**config.mk**
```make
export PLATFORM = sky130hd
export DESIGN_NAME = bmp_core
export DESIGN_NICKNAME = d
export VERILOG_FILES = /design/src/verilog/bmp_pkg.sv /design/src/verilog/bmp_fifo.sv /design/src/verilog/bmp_core.sv
export SDC_FILE = /design/constraint.sdc
export NUM_CORES = 1
export LEC_CHECK = 0
export BUFFER_PORTS_ARGS = -buffer_cell sky130_fd_sc_hd__buf_4
export CAP_MARGIN = 5
export CORE_ASPECT_RATIO = 0.6
export CORE_UTILIZATION = 30
export CTS_BUF_LIST = sky130_fd_sc_hd__clkbuf_4
export DETAILED_ROUTE_END_ITERATION = 10
export MAX_ROUTING_LAYER = met4
export SLEW_MARGIN = 10
export SYNTH_ARGS = -nofsm -noshare
export SYNTH_HDL_FRONTEND = slang
export SYNTH_SLANG_ARGS = --single-unit
```
**constraint.sdc**
```tcl
create_clock -name CORE_CLK -period 4.2 [get_ports CORE_CLK]
set_input_delay 0.42 -clock CORE_CLK [delete_from_list [all_inputs] [get_ports CORE_CLK]]
set_output_delay 0.42 -clock CORE_CLK [all_outputs]
set_load 0.01 [all_outputs]
```
**src/verilog/bmp_pkg.sv**
```systemverilog
// Package for the blit mask, pattern and configuration block.
// Assumes one core clock; bmp_core and the bench import it whole, bmp_fifo does not.
package bmp_pkg;
   // Register offsets, low 23 address bits (both address mirrors decode)
   localparam logic [22:0] CTRL_OFF = 23'h40_0010;
   localparam logic [22:0] PAT_OFF = 23'h40_0014;
   localparam logic [22:0] DATA_OFF = 23'h40_0100;
   // Field positions in blit_operation_control
   localparam int B_BUSY = 31;
   localparam int B_SOLID = 19;
   localparam int B_PATDEP = 18;
   localparam int B_PATMASK = 17;
   localparam int B_CMP = 14;
   localparam int B_SRCMASK = 13;
   localparam int B_SRCDEP = 12;
   localparam int B_SRCSEL = 10;
   localparam int B_START = 8;
   // Reset values and writable bits
   localparam logic [31:0] CTRL_RST = 32'h0000_0000;
   localparam logic [31:0] PAT_RST = 32'h0000_0000;
   localparam logic [31:0] CTRL_WMASK = 32'h007F_F7FF;
   localparam logic [31:0] PAT_WMASK = 32'h007F_FFF8;
   // FIFO depth, pattern geometry and fetch counts
   localparam int FIFO_DEPTH = 8;
   localparam logic [2:0] PAT_LAST_ROW = 3'h7;
   localparam logic [1:0] QW_LAST_8 = 2'h0;
   localparam logic [1:0] QW_LAST_16 = 2'h1;
   localparam logic [1:0] QW_LAST_24 = 2'h2;
   localparam logic [2:0] STRIDE_8 = 3'h1;
   localparam logic [2:0] STRIDE_16 = 3'h2;
   localparam logic [2:0] STRIDE_24 = 3'h4;
   // Engine colour depth codes
   localparam logic [1:0] BPP8 = 2'h0;
   localparam logic [1:0] BPP16 = 2'h1;
   localparam logic [1:0] BPP24 = 2'h2;

   typedef enum logic [1:0] {
      CORNER_UL = 2'b00,
      CORNER_UR = 2'b01,
      CORNER_LL = 2'b10,
      CORNER_LR = 2'b11
   } bmp_corner_t;

   typedef enum logic {
      PF_IDLE = 1'b0,
      PF_RUN = 1'b1
   } bmp_pf_state_t;

   typedef struct packed {
      logic we;
      logic re;
      logic [23:0] addr;
      logic [3:0] strb;
      logic [31:0] wdata;
   } bmp_reg_req_t;

   typedef struct packed {
      logic [23:0] pat;
      logic [23:0] fb_src;
      logic [23:0] dst;
      logic [23:0] bg;
      logic pat_bit;
      logic src_bit;
   } bmp_pix_t;

   typedef struct packed {
      logic wr;
      logic [23:0] color;
   } bmp_res_t;
endpackage

```
**src/verilog/bmp_fifo.sv**
```systemverilog
// Host data FIFO with registered full and empty flags.
// Assumes one clock, synchronous active-low reset and a freezing enable.
`timescale 1ns/1ns
module bmp_fifo #(
   parameter int W = 32,
   parameter int D = 8
) (
   input wire logic clk,
   input wire logic rst_n,
   input wire logic ce,
   input wire logic in_valid,
   output logic in_ready,
   input wire logic [W-1:0] in_data,
   output logic out_valid,
   input wire logic out_ready,
   output logic [W-1:0] out_data
);
   localparam int AW = $clog2(D);
   logic [W-1:0] mem_q [D];
   logic [AW-1:0] wp_q;
   logic [AW-1:0] rp_q;
   logic [AW:0] cnt_q;
   logic [AW:0] cnt_d;
   logic full_q;
   logic empty_q;
   logic push;
   logic pop;

   assign push = in_valid && !full_q;
   assign pop = out_ready && !empty_q;
   assign out_valid = !empty_q;
   assign out_data = mem_q[rp_q];

   // Occupancy; flags registered so ports stay flop-driven
   always_comb
   begin
      cnt_d = cnt_q;
      if (push && !pop)
         cnt_d = cnt_q + 1'b1;
      else if (pop && !push)
         cnt_d = cnt_q - 1'b1;
   end

   always_ff @(posedge clk)
   begin
      if (!rst_n)
      begin
         cnt_q <= '0;
         full_q <= 1'b0;
         in_ready <= 1'b1;
         empty_q <= 1'b1;
         wp_q <= '0;
         rp_q <= '0;
      end
      else if (ce)
      begin
         cnt_q <= cnt_d;
         full_q <= (cnt_d == (AW+1)'(D));
         in_ready <= (cnt_d != (AW+1)'(D)); // Own flop, no inverter on the port
         empty_q <= (cnt_d == '0);
         if (push)
            wp_q <= (wp_q == AW'(D-1)) ? '0 : wp_q + 1'b1;
         if (pop)
            rp_q <= (rp_q == AW'(D-1)) ? '0 : rp_q + 1'b1;
      end
   end

   // Storage, no reset needed
   always_ff @(posedge clk)
   begin
      if (ce && push)
         mem_q[wp_q] <= in_data;
   end

   chk_fifo_bound: assert property (@(posedge clk) disable iff (!rst_n)
      cnt_q <= (AW+1)'(D))
      else $error("fifo count above depth");
endmodule // bmp_fifo

```
**src/verilog/bmp_core.sv**
```systemverilog
// Blit mask, pattern and configuration logic: control and pattern
// address registers, host data port, per-pixel raster op and write
// masks, pattern fetch address sequencer.
// Assumes all inputs come from logic on CORE_CLK; the engine datapath
// holds PIX_REQ until PIX_ACK and keeps PAT_RD_READY as a handshake.
// Operation
// - Mono pattern zero bit suppresses pixel write
// - Compare field bit zero disables compare masking
// - Compare background with result or destination
// - Mono source zero bit suppresses pixel write
// - Source depth bit selects colour or mono
// - Control bit 11 always reads zero
// - Source select zero fetches from frame buffer
// - Source select one takes host data port writes
// - Starting point field picks the corner
// - Starting point resets to upper left
// - Eight-bit code picks three-operand raster operation
// - Pattern address held in bits 22 to 3
// - Pattern is always eight by eight pixels
// - 24-bit rows fetch 24 of 32 bytes
// - Pattern address reserved bits read zero
// - Pattern depth bit selects colour or mono
`timescale 1ns/1ns
module bmp_core #(
   parameter int FIFO_W = 32,
   parameter int FIFO_D = bmp_pkg::FIFO_DEPTH
) (
   input wire logic CORE_CLK,
   input wire logic RST_N,
   input wire logic CE,
   input wire bmp_pkg::bmp_reg_req_t REG_REQ,
   output logic [31:0] REG_RDATA,
   output logic REG_RACK,
   output logic HOST_DATA_READY,
   input wire logic ENGINE_BUSY,
   input wire logic [1:0] ENGINE_BPP,
   input wire logic PIX_REQ,
   input wire bmp_pkg::bmp_pix_t PIX_IN,
   output logic PIX_ACK,
   output bmp_pkg::bmp_res_t PIX_RES,
   input wire logic PAT_FETCH_START,
   output logic PAT_RD_VALID,
   input wire logic PAT_RD_READY,
   output logic [22:0] PAT_RD_ADDR,
   output logic PAT_FETCH_DONE,
   output logic SRC_FROM_FB,
   output logic X_DECREMENT,
   output logic Y_DECREMENT
);
   import bmp_pkg::*;

   logic [31:0] ctrl_q;
   logic [31:0] pat_q;
   logic [31:0] wmask;
   logic ctrl_hit;
   logic pat_hit;
   logic data_hit;
   logic pat_mono;
   logic src_mono;
   logic src_host;
   logic [2:0] cmp_sel;
   logic [7:0] rop;
   logic fifo_in_ready;
   logic fifo_ov;
   logic [FIFO_W-1:0] fifo_data;
   logic accept;
   logic [23:0] src_color;
   logic src_bit;
   logic [23:0] rop_res;
   logic [23:0] cmp_color;
   logic [23:0] depth_mask;
   logic cmp_eq;
   logic pat_ok;
   logic src_ok;
   logic cmp_ok;
   bmp_pf_state_t pf_q;
   logic [2:0] row_q;
   logic [1:0] qw_q;
   logic [1:0] qw_last;
   logic [2:0] stride;
   logic [2:0] row_d;
   logic [1:0] qw_d;
   logic fetch_last;

   // Address decode; bit 23 ignored so both mirrors answer
   assign ctrl_hit = (REG_REQ.addr[22:0] == CTRL_OFF);
   assign pat_hit = (REG_REQ.addr[22:0] == PAT_OFF);
   assign data_hit = (REG_REQ.addr[22:0] == DATA_OFF);
   // Word or doubleword writes: each strobe pair covers one half
   assign wmask = {{16{REG_REQ.strb[3]}}, {16{REG_REQ.strb[1]}}};

   // Control register; reserved and status bits never stored
   always_ff @(posedge CORE_CLK)
   begin
      if (!RST_N)
         ctrl_q <= CTRL_RST;
      else if (CE && REG_REQ.we && ctrl_hit)
         ctrl_q <= (ctrl_q & ~(wmask & CTRL_WMASK)) | (REG_REQ.wdata & wmask & CTRL_WMASK);
   end

   // Pattern address register, bits 22:3 only
   always_ff @(posedge CORE_CLK)
   begin
      if (!RST_N)
         pat_q <= PAT_RST;
      else if (CE && REG_REQ.we && pat_hit)
         pat_q <= (pat_q & ~(wmask & PAT_WMASK)) | (REG_REQ.wdata & wmask & PAT_WMASK);
   end

   // Read port: one cycle after the request; unmapped reads give zero
   always_ff @(posedge CORE_CLK)
   begin
      if (!RST_N)
      begin
         REG_RDATA <= 32'h0000_0000;
         REG_RACK <= 1'b0;
      end
      else if (CE)
      begin
         REG_RACK <= REG_REQ.re;
         if (REG_REQ.re && ctrl_hit)
            REG_RDATA <= {ENGINE_BUSY, ctrl_q[30:0]};
         else if (REG_REQ.re && pat_hit)
            REG_RDATA <= pat_q;
         else
            REG_RDATA <= 32'h0000_0000;
      end
   end

   assign pat_mono = ctrl_q[B_PATDEP];
   assign src_mono = ctrl_q[B_SRCDEP];
   assign src_host = ctrl_q[B_SRCSEL];
   assign cmp_sel = ctrl_q[B_CMP+2:B_CMP];
   assign rop = ctrl_q[7:0];

   // Host data port feeds the FIFO only while host source is selected
   bmp_fifo #(
      .W(FIFO_W),
      .D(FIFO_D)
   ) u_fifo (
      .clk(CORE_CLK),
      .rst_n(RST_N),
      .ce(CE),
      .in_valid(REG_REQ.we && data_hit && src_host),
      .in_ready(fifo_in_ready),
      .in_data(REG_REQ.wdata),
      .out_valid(fifo_ov),
      .out_ready(accept && src_host),
      .out_data(fifo_data)
   );

   // Ready is the FIFO's own registered not-full flop, not its full flag
   assign HOST_DATA_READY = fifo_in_ready;

   // A pixel waits for host data, so a slow host stalls the engine
   assign accept = PIX_REQ && !PIX_ACK && (!src_host || fifo_ov);

   // Source from frame buffer or host port
   assign src_color = src_host ? fifo_data[23:0] : PIX_IN.fb_src;
   assign src_bit = src_host ? fifo_data[0] : PIX_IN.src_bit;

   // Three-operand raster op per bit: index is {pattern, source, dest}
   for (genvar i = 0; i < 24; i++)
   begin : g_rop
      assign rop_res[i] = rop[{PIX_IN.pat[i], src_color[i], PIX_IN.dst[i]}];
   end

   // Compare only the bytes that make up a pixel at this depth
   always_comb
   begin
      unique case (ENGINE_BPP)
         BPP16: depth_mask = 24'h00_FFFF;
         BPP24: depth_mask = 24'hFF_FFFF;
         default: depth_mask = 24'h00_00FF;
      endcase
   end

   assign cmp_color = cmp_sel[1] ? PIX_IN.dst : rop_res;
   assign cmp_eq = ((cmp_color ^ PIX_IN.bg) & depth_mask) == 24'h00_0000;
   assign cmp_ok = !cmp_sel[0] || (cmp_sel[2] ? cmp_eq : !cmp_eq);
   assign pat_ok = !(pat_mono && ctrl_q[B_PATMASK]) || PIX_IN.pat_bit;
   assign src_ok = !(src_mono && ctrl_q[B_SRCMASK]) || src_bit;

   // Result stage; ack is a one-cycle pulse per accepted pixel
   always_ff @(posedge CORE_CLK)
   begin
      if (!RST_N)
      begin
         PIX_ACK <= 1'b0;
         PIX_RES <= '0;
      end
      else if (CE)
      begin
         PIX_ACK <= accept;
         if (accept)
         begin
            PIX_RES.wr <= pat_ok && src_ok && cmp_ok;
            PIX_RES.color <= rop_res;
         end
      end
   end

   // Corner and source routing to the address walkers
   always_ff @(posedge CORE_CLK)
   begin
      if (!RST_N)
      begin
         SRC_FROM_FB <= 1'b1;
         X_DECREMENT <= 1'b0;
         Y_DECREMENT <= 1'b0;
      end
      else if (CE)
      begin
         SRC_FROM_FB <= !src_host;
         X_DECREMENT <= ctrl_q[B_START];
         Y_DECREMENT <= ctrl_q[B_START+1];
      end
   end

   // Quadwords per row and row stride by depth; 24-bit rows skip padding
   always_comb
   begin
      unique case (ENGINE_BPP)
         BPP16:
         begin
            qw_last = QW_LAST_16;
            stride = STRIDE_16;
         end
         BPP24:
         begin
            qw_last = QW_LAST_24;
            stride = STRIDE_24;
         end
         default:
         begin
            qw_last = QW_LAST_8;
            stride = STRIDE_8;
         end
      endcase
   end

   // Mono pattern is one quadword; colour walks eight rows
   assign fetch_last = pat_mono || (row_q == PAT_LAST_ROW && qw_q == qw_last);
   assign qw_d = (qw_q == qw_last) ? 2'h0 : qw_q + 2'h1;
   assign row_d = (qw_q == qw_last) ? row_q + 3'h1 : row_q;

   // Pattern fetch sequencer
   always_ff @(posedge CORE_CLK)
   begin
      if (!RST_N)
      begin
         pf_q <= PF_IDLE;
         row_q <= 3'h0;
         qw_q <= 2'h0;
         PAT_RD_VALID <= 1'b0;
         PAT_RD_ADDR <= 23'h00_0000;
         PAT_FETCH_DONE <= 1'b0;
      end
      else if (CE)
      begin
         PAT_FETCH_DONE <= 1'b0;
         unique case (pf_q)
            PF_IDLE:
            begin
               row_q <= 3'h0;
               qw_q <= 2'h0;
               // Solid pattern needs no pattern data at all
               if (PAT_FETCH_START && !(pat_mono && ctrl_q[B_SOLID]))
               begin
                  pf_q <= PF_RUN;
                  PAT_RD_VALID <= 1'b1;
                  PAT_RD_ADDR <= {pat_q[22:3], 3'h0};
               end
               else if (PAT_FETCH_START)
                  PAT_FETCH_DONE <= 1'b1;
            end
            PF_RUN:
            begin
               if (PAT_RD_READY)
               begin
                  if (fetch_last)
                  begin
                     pf_q <= PF_IDLE;
                     PAT_RD_VALID <= 1'b0;
                     PAT_FETCH_DONE <= 1'b1;
                  end
                  else
                  begin
                     row_q <= row_d;
                     qw_q <= qw_d;
                     PAT_RD_ADDR <= {pat_q[22:3], 3'h0} + {15'h0000,
                        5'(row_d * stride) + {3'h0, qw_d}, 3'h0};
                  end
               end
            end
         endcase
      end
   end

   chk_pat_mask_zero: assert property (@(posedge CORE_CLK) disable iff (!RST_N)
      CE && accept && pat_mono && ctrl_q[B_PATMASK] && !PIX_IN.pat_bit |=> !PIX_RES.wr)
      else $error("masked pattern pixel written");

   chk_src_mask_zero: assert property (@(posedge CORE_CLK) disable iff (!RST_N)
      CE && accept && src_mono && ctrl_q[B_SRCMASK] && !src_bit |=> !PIX_RES.wr)
      else $error("masked source pixel written");

   chk_cmp_off_write: assert property (@(posedge CORE_CLK) disable iff (!RST_N)
      CE && accept && !cmp_sel[0] && pat_ok && src_ok |=> PIX_RES.wr)
      else $error("pixel dropped with compare off");

   chk_rop_srccopy: assert property (@(posedge CORE_CLK) disable iff (!RST_N)
      CE && accept && rop == 8'hCC && !src_host |=> PIX_RES.color == $past(PIX_IN.fb_src))
      else $error("source copy code gave wrong colour");

   chk_host_stall: assert property (@(posedge CORE_CLK) disable iff (!RST_N)
      CE && PIX_REQ && !PIX_ACK && src_host && !fifo_ov |=> !PIX_ACK)
      else $error("pixel taken without host data");

   chk_ctrl_bit11: assert property (@(posedge CORE_CLK) disable iff (!RST_N)
      CE && REG_REQ.re && ctrl_hit |=> REG_RACK && !REG_RDATA[11])
      else $error("reserved control bit read nonzero");

   chk_pat_reserved: assert property (@(posedge CORE_CLK) disable iff (!RST_N)
      CE && REG_REQ.re && pat_hit |=> REG_RDATA[31:23] == 9'h000 && REG_RDATA[2:0] == 3'h0)
      else $error("pattern reserved bits read nonzero");

   chk_reset_corner: assert property (@(posedge CORE_CLK)
      !RST_N |=> ctrl_q[B_START+1:B_START] == CORNER_UL)
      else $error("corner not upper left after reset");

   chk_fetch_24_pad: assert property (@(posedge CORE_CLK) disable iff (!RST_N)
      PAT_RD_VALID && !pat_mono && ENGINE_BPP == BPP24 |->
         qw_q <= QW_LAST_24 && PAT_RD_ADDR[4:3] != 2'h3)
      else $error("padding quadword fetched");
endmodule // bmp_core

```
==> flow_summary.toml, run 1 <==
[setup_path]
crit_required_ns = 4.88
worst_r2r_endpoint = "PAT_RD_ADDR[11]$_SDFFE_PN0P_"
crit_type = "reg -> reg"
start_kind = "flip-flop"
r2r-start = "qw_q[0]$_SDFFE_PN0P_"
reg2reg_depth = 19
cp.arrival_ns = 4.78
path_max_fanout = 5
r2r_setup_slack_ns = 0.09
worst_setup_path_end_kind = "flip-flop"

[timing]
post-route-min-period_ns = 4.11
finClkSkew_ns = 0.0406
finalCritPeriodShare_pct = 97.8
finalHoldViolCount = 0
max_clock_freq_mhz = 243
finalSetupViolCount = 0
rsz0062_at_grt = "true"
tightest_slew_ns = 1.05
slew_viol_final = 0
max_slew_margin_pct = 30.0

[global_route]
grt_pass1_vias = 13300
grt_pass1_wl_mm = 84.7
grt.overflow.total = 0
grt_max_degree = 82
track_usage_pct = 20.4
antenna_found_initial = 4

[outcome]
status = "finished, final reports clean"

[drt]
drc = 0
final_antenna_net_count = 0
num_vias = 13300
drt-vias-per-instance = 5.23
drt_wl_total_mm = 58.0
first_pass_iters = 7
wl_per_cell_um = 22.8
drt_first_iter_violations = 1337

[floorplanning]
die_w_um = 310
die_area_mm2 = 0.0580
rows = 67
io_pins = 257
core_area_mm2 = 0.0561
start_util_pct = 30.5
die_y_um = 187

[job]
max_cap_violations = 0

[clock_network]
cts-root-buf = "clkbuf_4"
path_clk_slew_ns = 0.08
tritoncts = "built"
h-tree-depth = 3
numCtsBuffers = 80
clock_sinks = 332
cts.path.max_buffers = 3
insertion_delay_ns = 0.77

[place]
gp_congestion = 0.892
portBuffers = 234
placed_cells = 2362
dp_hpwl_mm = 41.7

[synth]
synth_cell_type_count = 65
ys_seq_elements = 332
async_flop_share_pct = 0
ys.flop_type = "edfxtp_1"
seq_area_frac_synth_pct = 50.1
synth_area_per_cell_um2 = 12.4
synth_edf_count = 192
ys_warn_count = 0
synthCells = 1382
netlist_area_mm2 = 0.0171

[power_and_ir_drop]
powerDensity_mw_per_mm2 = 315
irDropWorstVdd_uv = 189
power_mw = 6.83
p_leak_nw = 8.60

[hold_path]
min_to = "PAT_RD_VALID$_SDFFE_PN0P_"
hold_depth = 3
hold_path.class = "in -> reg"
hold_start = "PAT_RD_READY"

[layout]
area_growth_pct = 26.8
drive_gt1_share_pct = 34.6
finalNetCount = 1911
nFillCells = 5408
multi_input_area_mm2 = 0.00827
fin_util_pct = 38.7
regArea_mm2 = 0.00858
stdcell_count = 2540
layout by cell type, fill, tap and decap left out, types with 23 or more instances in the layout:
master,count
o211a_1,52
dfxtp_1,133
edfxtp_1,192
nand2_1,93
xnor2_1,35
mux4_2,90
buf_4,321
mux2i_1,121
o21ai_0,25
nor2_1,56
a21oi_1,33
nand3_1,24
mux2_2,23
nor2b_1,89
clkbuf_4,117
dlygate4sd3_1,27
per-layer routing:
metal | share of wire [%] | global-route usage [%]
met1 | 46 | 28.6
met4 | 2.4 | 6.03
met3 | 9.1 | 4.93
met2 | 43 | 28.9
met5 | 0 | -
worst max path at each step:
| stage | to | start |
|---|---|---|
| global route | PAT_RD_ADDR[21]$_SDFFE_PN0P_ | qw_q[0]$_SDFFE_PN0P_ |
| detailed placement | PAT_RD_ADDR[21]$_SDFFE_PN0P_ | ENGINE_BPP[1] |
| finish | PAT_RD_ADDR[11]$_SDFFE_PN0P_ | qw_q[0]$_SDFFE_PN0P_ |
| floorplan | PAT_RD_ADDR[20]$_SDFFE_PN0P_ | ENGINE_BPP[1] |
| CTS | PAT_RD_ADDR[20]$_SDFFE_PN0P_ | qw_q[1]$_SDFFE_PN0P_ |
| global placement | PAT_RD_ADDR[20]$_SDFFE_PN0P_ | ENGINE_BPP[1] |
kinds of logic after synthesis:
kind of cell | share of synthesized area, %
AND/OR/NAND/NOR | 11.0
flip-flops | 50.1
multiplexers | 20.5
AO/OA/AOI/OAI | 9.88
buffers and inverters | 3.48
XOR/XNOR | 2.92
adder cells (fa/ha/maj) | 2.11
other | 0.0219
through the flow:
step	worst slack, ns	TNS [ns]	hold slack, ns	cell area, µm²
6_report	0.0912	0	0.0926	21700
5_1_grt	-0.0626	-0.184	0.0445	21700
4_1_cts	0.000565	0	0.00428	21500
3_5_place_dp	-0.511	-6.54	0.470	20200
3_3_place_gp	-0.397	-4.72	0.467	20200
2_1_floorplan	-0.0627	-0.435	0.434	17200
power breakdown:
group	switching [mW]	internal [mW]
logic	0.310	0.297
clock network	1.37	1.35
registers	0.0332	3.47
total	1.71	5.12
synth_stat cells (all sizes together) (4+ instances only):
cell type	count	area, µm²
o21ai	25	125
nand3b	7	52.6
inv	23	86.3
and3	11	68.8
xor2	21	184
nand2b	20	125
a21o	4	30.0
o22ai	11	68.8
a32oi	5	43.8
nor4	7	43.8
edfxtp	192	5770
mux2i	122	1220
mux4	90	2030
nor3b	4	30.0
o21a	4	30.0
o31ai	5	37.5
nand2	94	353
nor2b	90	563
o211a	53	531
o211ai	4	30.0
nor3	13	65.1
mux2	23	259
nor2	66	248
ha	24	300
a21oi	38	194
and2	10	62.6
a31oi	12	75.1
buf	37	224
clkbuf	76	285
or3	9	56.3
a22o	6	52.6
dfxtp	140	2800
a21boi	8	60.1
xnor2	36	315
a221oi	4	35.0
a22oi	22	165
nand3	26	130
o221ai	4	35.0
area by class of cell:
cell class	count	share of cell area (%)
Antenna cell	3	0.0346
Clock buffer	117	4.05
Clock inverter	28	0.669
Inverter	23	0.456
Multi-Input combinational cell	925	38.1
Sequential cell	332	39.5
Tap cell	759	4.38
Timing Repair Buffer	353	12.8
critical path: stages, from the launching register on:
cell and delay (ns):
dfxtp_2 0.34, xor2_2 0.15, nor2_4 0.23, mux2i_1 0.31
nor2b_1 0.10, fa_1 0.55, ha_4 0.23, buf_4 0.13
fa_2 0.33, xor2_1 0.17, ha_1 0.32, inv_2 0.11
nor2_4 0.04, o21a_1 0.20, o211a_4 0.26, buf_4 0.14
nand3_1 0.07, xor2_1 0.14, nand2_1 0.06, o211a_1 0.13
what timing repair did:
action,in CTS,in global routing
hold buffers,27,0
buffers inserted,0,2
cloned,0,1
endpoints found under the hold margin,233,0
endpoints found under the setup margin,7,16
resized for setup,1,36
pin swaps,2,19
Power figures use the tool's default switching activity.
==> inputs of run 2 (changes only) <==
==> constraint.sdc (replaced) <==
create_clock -name CORE_CLK -period 3.32 [get_ports CORE_CLK]
set_input_delay 0.332 -clock CORE_CLK [delete_from_list [all_inputs] [get_ports CORE_CLK]]
set_output_delay 0.332 -clock CORE_CLK [all_outputs]
set_load 0.01 [all_outputs]
==> flow_summary.toml, run 2 (synthesis results as in run 1) <==
[global_route]
grt_pass1_wl_mm = 86.5
track_usage_pct = 20.6
grt.overflow.total = 0
grt_pass1_vias = 13300
antenna_found_initial = 0
grt_max_degree = 61

[drt]
wl_met3_mm = 4.74
topRoutingLayerUsed = "met4"
drc = 0
num_vias = 13500
wl_met2_mm = 25.4
drt_wl_total_mm = 58.7
drt-vias-per-instance = 5.19
first_pass_iters = 5
wl_met1_mm = 27.8
drt_first_iter_violations = 1267
wl_per_cell_um = 22.6
final_antenna_net_count = 0

[timing]
finalSetupViolCount = 19
finalCritPeriodShare_pct = 124
finalHoldViolCount = 0
max_slew_margin_pct = 44.0
post-route-min-period_ns = 4.10
whs_ns = 0.0683
tightest_slew_ns = 0.837
setup_ws_ns = -0.782
rsz0062_at_grt = "true"
slew_viol_final = 0
max_clock_freq_mhz = 244
finClkSkew_ns = 0.0511

[setup_path]
crit_type = "reg -> reg"
cp.arrival_ns = 4.81
worstPathCellList = "xor2_2 -> nor2_4 -> mux2i_1 -> nor2b_1 -> fa_1 -> ha_4 -> buf_6 -> fa_2 -> xor2_1 -> ha_1 -> inv_2 -> nor2_2 -> o21a_1 -> o211a_4 -> nand2_4 -> or3_4 -> nand3_1 -> o211a_1"
crit_family = "adder cells"
start_kind = "flip-flop"
crit_required_ns = 4.03
slowest_delay_ns = 0.56
worst_setup_path_end_kind = "flip-flop"
path_max_fanout = 5
crit_slowest_cell = "fa_1"
cp_num_buf_inv = 2

[clock_network]
h-tree-depth = 3
tritoncts = "built"
cts.path.max_buffers = 3
cts-root-buf = "clkbuf_4"
path_clk_slew_ns = 0.08
insertion_delay_ns = 0.79
numCtsBuffers = 80
clock_sinks = 332

[place]
gp_congestion = 0.909
dp_hpwl_mm = 42.1
portBuffers = 234
placed_cells = 2406

[layout]
fin_util_pct = 40.3
diodes = 0
drive_gt1_share_pct = 37.5
stdcell_count = 2602
final_common_cell = "buf_4"
finalNetCount = 1978
layout.cells.most_common_list = "buf_4, edfxtp_1, dfxtp_1"
area_growth_pct = 31.9

[power_and_ir_drop]
powerDensity_mw_per_mm2 = 384
irDropWorstVdd_uv = 250
p_leak_nw = 9.00

[floorplanning]
core_area_mm2 = 0.0561
die_y_um = 187
start_util_pct = 30.5
die_w_um = 310
io_pins = 257
die_area_mm2 = 0.0580
rows = 67

[outcome]
status = "finished, violations left"
failed_checks = "negative setup slack"

[job]
max_cap_violations = 0

[hold_path]
hold_path.class = "in -> reg"
-- run 2: layout make-up --
type | count | area (µm²)
Fill cell | 5365 | 33500
Sequential cell | 332 | 8580
Multi-Input combinational cell | 925 | 8410
Timing Repair Buffer | 420 | 3530
Tap cell | 759 | 950
Clock buffer | 112 | 841
Clock inverter | 31 | 170
Inverter | 23 | 98.8
-- run 2: path summary, 6_finish.rpt --
| path | slack [ns] | end | startpoint | cells after the start |
|---|---|---|---|---|
| max | -0.78 | PAT_RD_ADDR[19]$_SDFFE_PN0P_ | qw_q[1]$_SDFFE_PN0P_ | 18 |
| min | 0.07 | PIX_RES[18]$_SDFFE_PN0P_ | PIX_IN[68] | 5 |
| max reg2reg | -0.78 | PAT_RD_ADDR[19]$_SDFFE_PN0P_ | qw_q[1]$_SDFFE_PN0P_ | 18 |
| min reg2reg | 0.48 | flip-flop | u_fifo.rp_q[2]$_SDFFE_PN0P_ | 2 |
-- run 2: worst reg2reg max path, stage by stage (launching register included) --
cell,delay (ns)
dfxtp_2,0.34
xor2_2,0.16
nor2_4,0.19
mux2i_1,0.27
nor2b_1,0.09
fa_1,0.56
ha_4,0.23
buf_6,0.11
fa_2,0.33
xor2_1,0.18
ha_1,0.31
inv_2,0.04
nor2_2,0.11
o21a_1,0.16
o211a_4,0.23
nand2_4,0.08
or3_4,0.40
nand3_1,0.09
o211a_1,0.14
-- run 2: power breakdown --
part | leakage (nW) | internal (mW) | switching, mW
combinational | 5.54 | 0.393 | 0.411
clock | 0.593 | 1.66 | 1.78
sequential | 2.87 | 4.39 | 0.0373
total | 9.00 | 6.44 | 2.22
-- run 2: through the flow --
step	TNS [ns]	area [µm²]	setup slack, ns	total power, mW
detailed placement	-21.19	20700	-1.31	5.27
global route	-14.31	22600	-0.901	9.03
CTS	-10.78	22400	-0.713	8.76
floorplan	-13.33	17200	-0.855	4.83
finish	-11.51	22600	-0.782	8.67
global placement	-19.53	20700	-1.21	5.25
-- run 2: repair_timing --
| action | CTS | global route |
|---|---|---|
| hold endpoints to repair | 246 | 0 |
| gates resized for setup | 46 | 24 |
| endpoints found under the setup margin | 19 | 19 |
| cloned | 2 | 0 |
| buffers inserted | 10 | 8 |
| hold buffers | 35 | 0 |
| pin swaps | 32 | 23 |
-- run 2: per-layer routing --
metal	up-vias	global-route usage [%]
met1	6792	30.5
met2	587	29.4
met3	70	3.83
li1	6058	-
met5	-	-
met4	0	3.56
==> inputs of run 3 (changes only) <==
==> constraint.sdc (replaced) <==
create_clock -name CORE_CLK -period 3.9 [get_ports CORE_CLK]
set_input_delay 0.39 -clock CORE_CLK [delete_from_list [all_inputs] [get_ports CORE_CLK]]
set_output_delay 0.39 -clock CORE_CLK [all_outputs]
set_load 0.01 [all_outputs]
==> flow_summary.toml, run 3 (synthesis results as in run 1) <==
[outcome]
status = "finished, violations left"
failed_checks = "negative setup slack"

[global_route]
grt_pass1_vias = 13300
grt.overflow.total = 0
grt_max_degree = 83
use_met1_pct = 29.0
track_usage_pct = 20.1
antenna_found_initial = 2
grt_pass1_wl_mm = 84.4
met2_usage_pct = 28.8
grtUsageMet3_pct = 4.09
grt-busiest-layer = "met1"

[clock_network]
path_clk_slew_ns = 0.07
cts-root-buf = "clkbuf_4"
clock_sinks = 332
tritoncts = "built"
h-tree-depth = 3
insertion_delay_ns = 0.79
cts.path.max_buffers = 3
numCtsBuffers = 80

[timing]
finalCritPeriodShare_pct = 105
tns_ns = -2.09
max_slew_margin_pct = 38.1
max_clock_freq_mhz = 244
rsz0062_at_grt = "true"
tightest_slew_ns = 0.925
finalSetupViolCount = 15
slew_viol_final = 0
finClkSkew_ns = 0.0546
setup_ws_ns = -0.203
whs_ns = 0.0812
post-route-min-period_ns = 4.10
finalHoldViolCount = 0

[floorplanning]
die_w_um = 310
rows = 67
start_util_pct = 30.5
die_area_mm2 = 0.0580
core_area_mm2 = 0.0561
io_pins = 257
die_y_um = 187

[place]
placed_cells = 2368
dp_hpwl_mm = 41.3
gp_congestion = 0.874
portBuffers = 234

[layout]
layout.cells.most_common_list = "buf_4, edfxtp_1, dfxtp_1"
final_common_cell = "buf_4"
drive_gt1_share_pct = 35.6
stdcell_count = 2557
finalNetCount = 1929
area_growth_pct = 28.2

[setup_path]
worst_r2r_endpoint = "PAT_RD_ADDR[22]$_SDFFE_PN0P_"
crit_family = "adder cells"
crit_required_ns = 4.62
r2r_setup_slack_ns = -0.20
cp_num_buf_inv = 4
path_max_fanout = 5
worstPathCellList = "xor2_1 -> nor2_2 -> buf_6 -> buf_6 -> xnor2_4 -> nor2b_2 -> fa_1 -> ha_4 -> buf_6 -> fa_2 -> xor2_1 -> ha_1 -> inv_2 -> o21bai_4 -> a21oi_2 -> nor2_4 -> nand3_4 -> or3_4 -> nand3_2 -> o211a_1"
crit_path_frequent_cell = "buf_6"
start_kind = "flip-flop"
slowest_delay_ns = 0.59
worst_setup_path_end_kind = "flip-flop"
r2r-start = "qw_q[0]$_SDFFE_PN0P_"
reg2reg_depth = 20
crit_type = "reg -> reg"
crit_slowest_cell = "fa_1"
cp.arrival_ns = 4.82

[drt]
drt-vias-per-instance = 5.16
drt_wl_total_mm = 57.1
first_pass_iters = 5
wl_per_cell_um = 22.3
num_vias = 13200
drt_first_iter_violations = 1220
final_antenna_net_count = 0
drc = 0

[job]
max_cap_violations = 0

[hold_path]
min_to = "PIX_RES[3]$_SDFFE_PN0P_"
hold_start = "PIX_IN[77]"
hold_path.class = "in -> reg"
hold_depth = 4

[power_and_ir_drop]
p_leak_nw = 8.71
irDropWorstVdd_uv = 167
power_mw = 7.47
powerDensity_mw_per_mm2 = 340
## run 3: report_power, final
part | total (mW) | switching, mW | internal [mW] | leakage [nW]
combinational | 0.676 | 0.342 | 0.334 | 5.22
sequential | 3.77 | 0.0331 | 3.74 | 2.87
clock | 3.02 | 1.49 | 1.53 | 0.617
total | 7.47 | 1.86 | 5.61 | 8.71
## run 3: how the worst max path moves through the flow
stage	end	start	slack, ns	cells past startpoint
final	PAT_RD_ADDR[22]$_SDFFE_PN0P_	qw_q[0]$_SDFFE_PN0P_	-0.20	20
after CTS	PAT_RD_ADDR[21]$_SDFFE_PN0P_	qw_q[1]$_SDFFE_PN0P_	-0.15	19
after detailed placement	PAT_RD_ADDR[21]$_SDFFE_PN0P_	ENGINE_BPP[1]	-0.76	22
after global routing	PAT_RD_ADDR[22]$_SDFFE_PN0P_	qw_q[0]$_SDFFE_PN0P_	-0.33	20
after floorplan	PAT_RD_ADDR[20]$_SDFFE_PN0P_	ENGINE_BPP[1]	-0.33	21
after global placement	PAT_RD_ADDR[20]$_SDFFE_PN0P_	ENGINE_BPP[1]	-0.64	22
## run 3: layout make-up
| type | instances | area, µm² |
|---|---|---|
| well taps | 759 | 950 |
| repair buffers | 371 | 2930 |
| diodes | 3 | 7.51 |
| clock buffers | 118 | 886 |
| multi-input cells | 925 | 8320 |
| clock inverters | 26 | 170 |
| inverters | 23 | 98.8 |
| flip-flops and latches | 332 | 8580 |
| fillers | 5401 | 34100 |
## run 3: through the flow
stage	utilization [%]	instance area [µm²]	setup WS, ns
6_report	39.1	21900	-0.203
5_1_grt	39.1	21900	-0.331
4_1_cts	38.8	21800	-0.153
3_5_place_dp	36.0	20200	-0.758
3_3_place_gp	36.0	20200	-0.643
2_1_floorplan	-	17200	-0.333
## run 3: layer usage
metal	vias to the layer above	part of all wire (%)
li1	5965	-
met1	6623	46
met2	526	44
met3	70	8.5
met4	0	1.8
met5	-	0
## run 3: what timing repair did
action,4_1_cts,5_1_grt
gates resized for setup,22,29
gates cloned,1,0
buffers inserted,7,4
endpoints found under the hold margin,240,0
setup endpoints to repair,15,17
hold buffers,30,0
pin swaps,24,12
## run 3: worst min-delay path, stage by stage
cell and delay, ns:
buf_4 0.12, o21ai_0 0.10, nand2_1 0.07, o211a_1 0.14
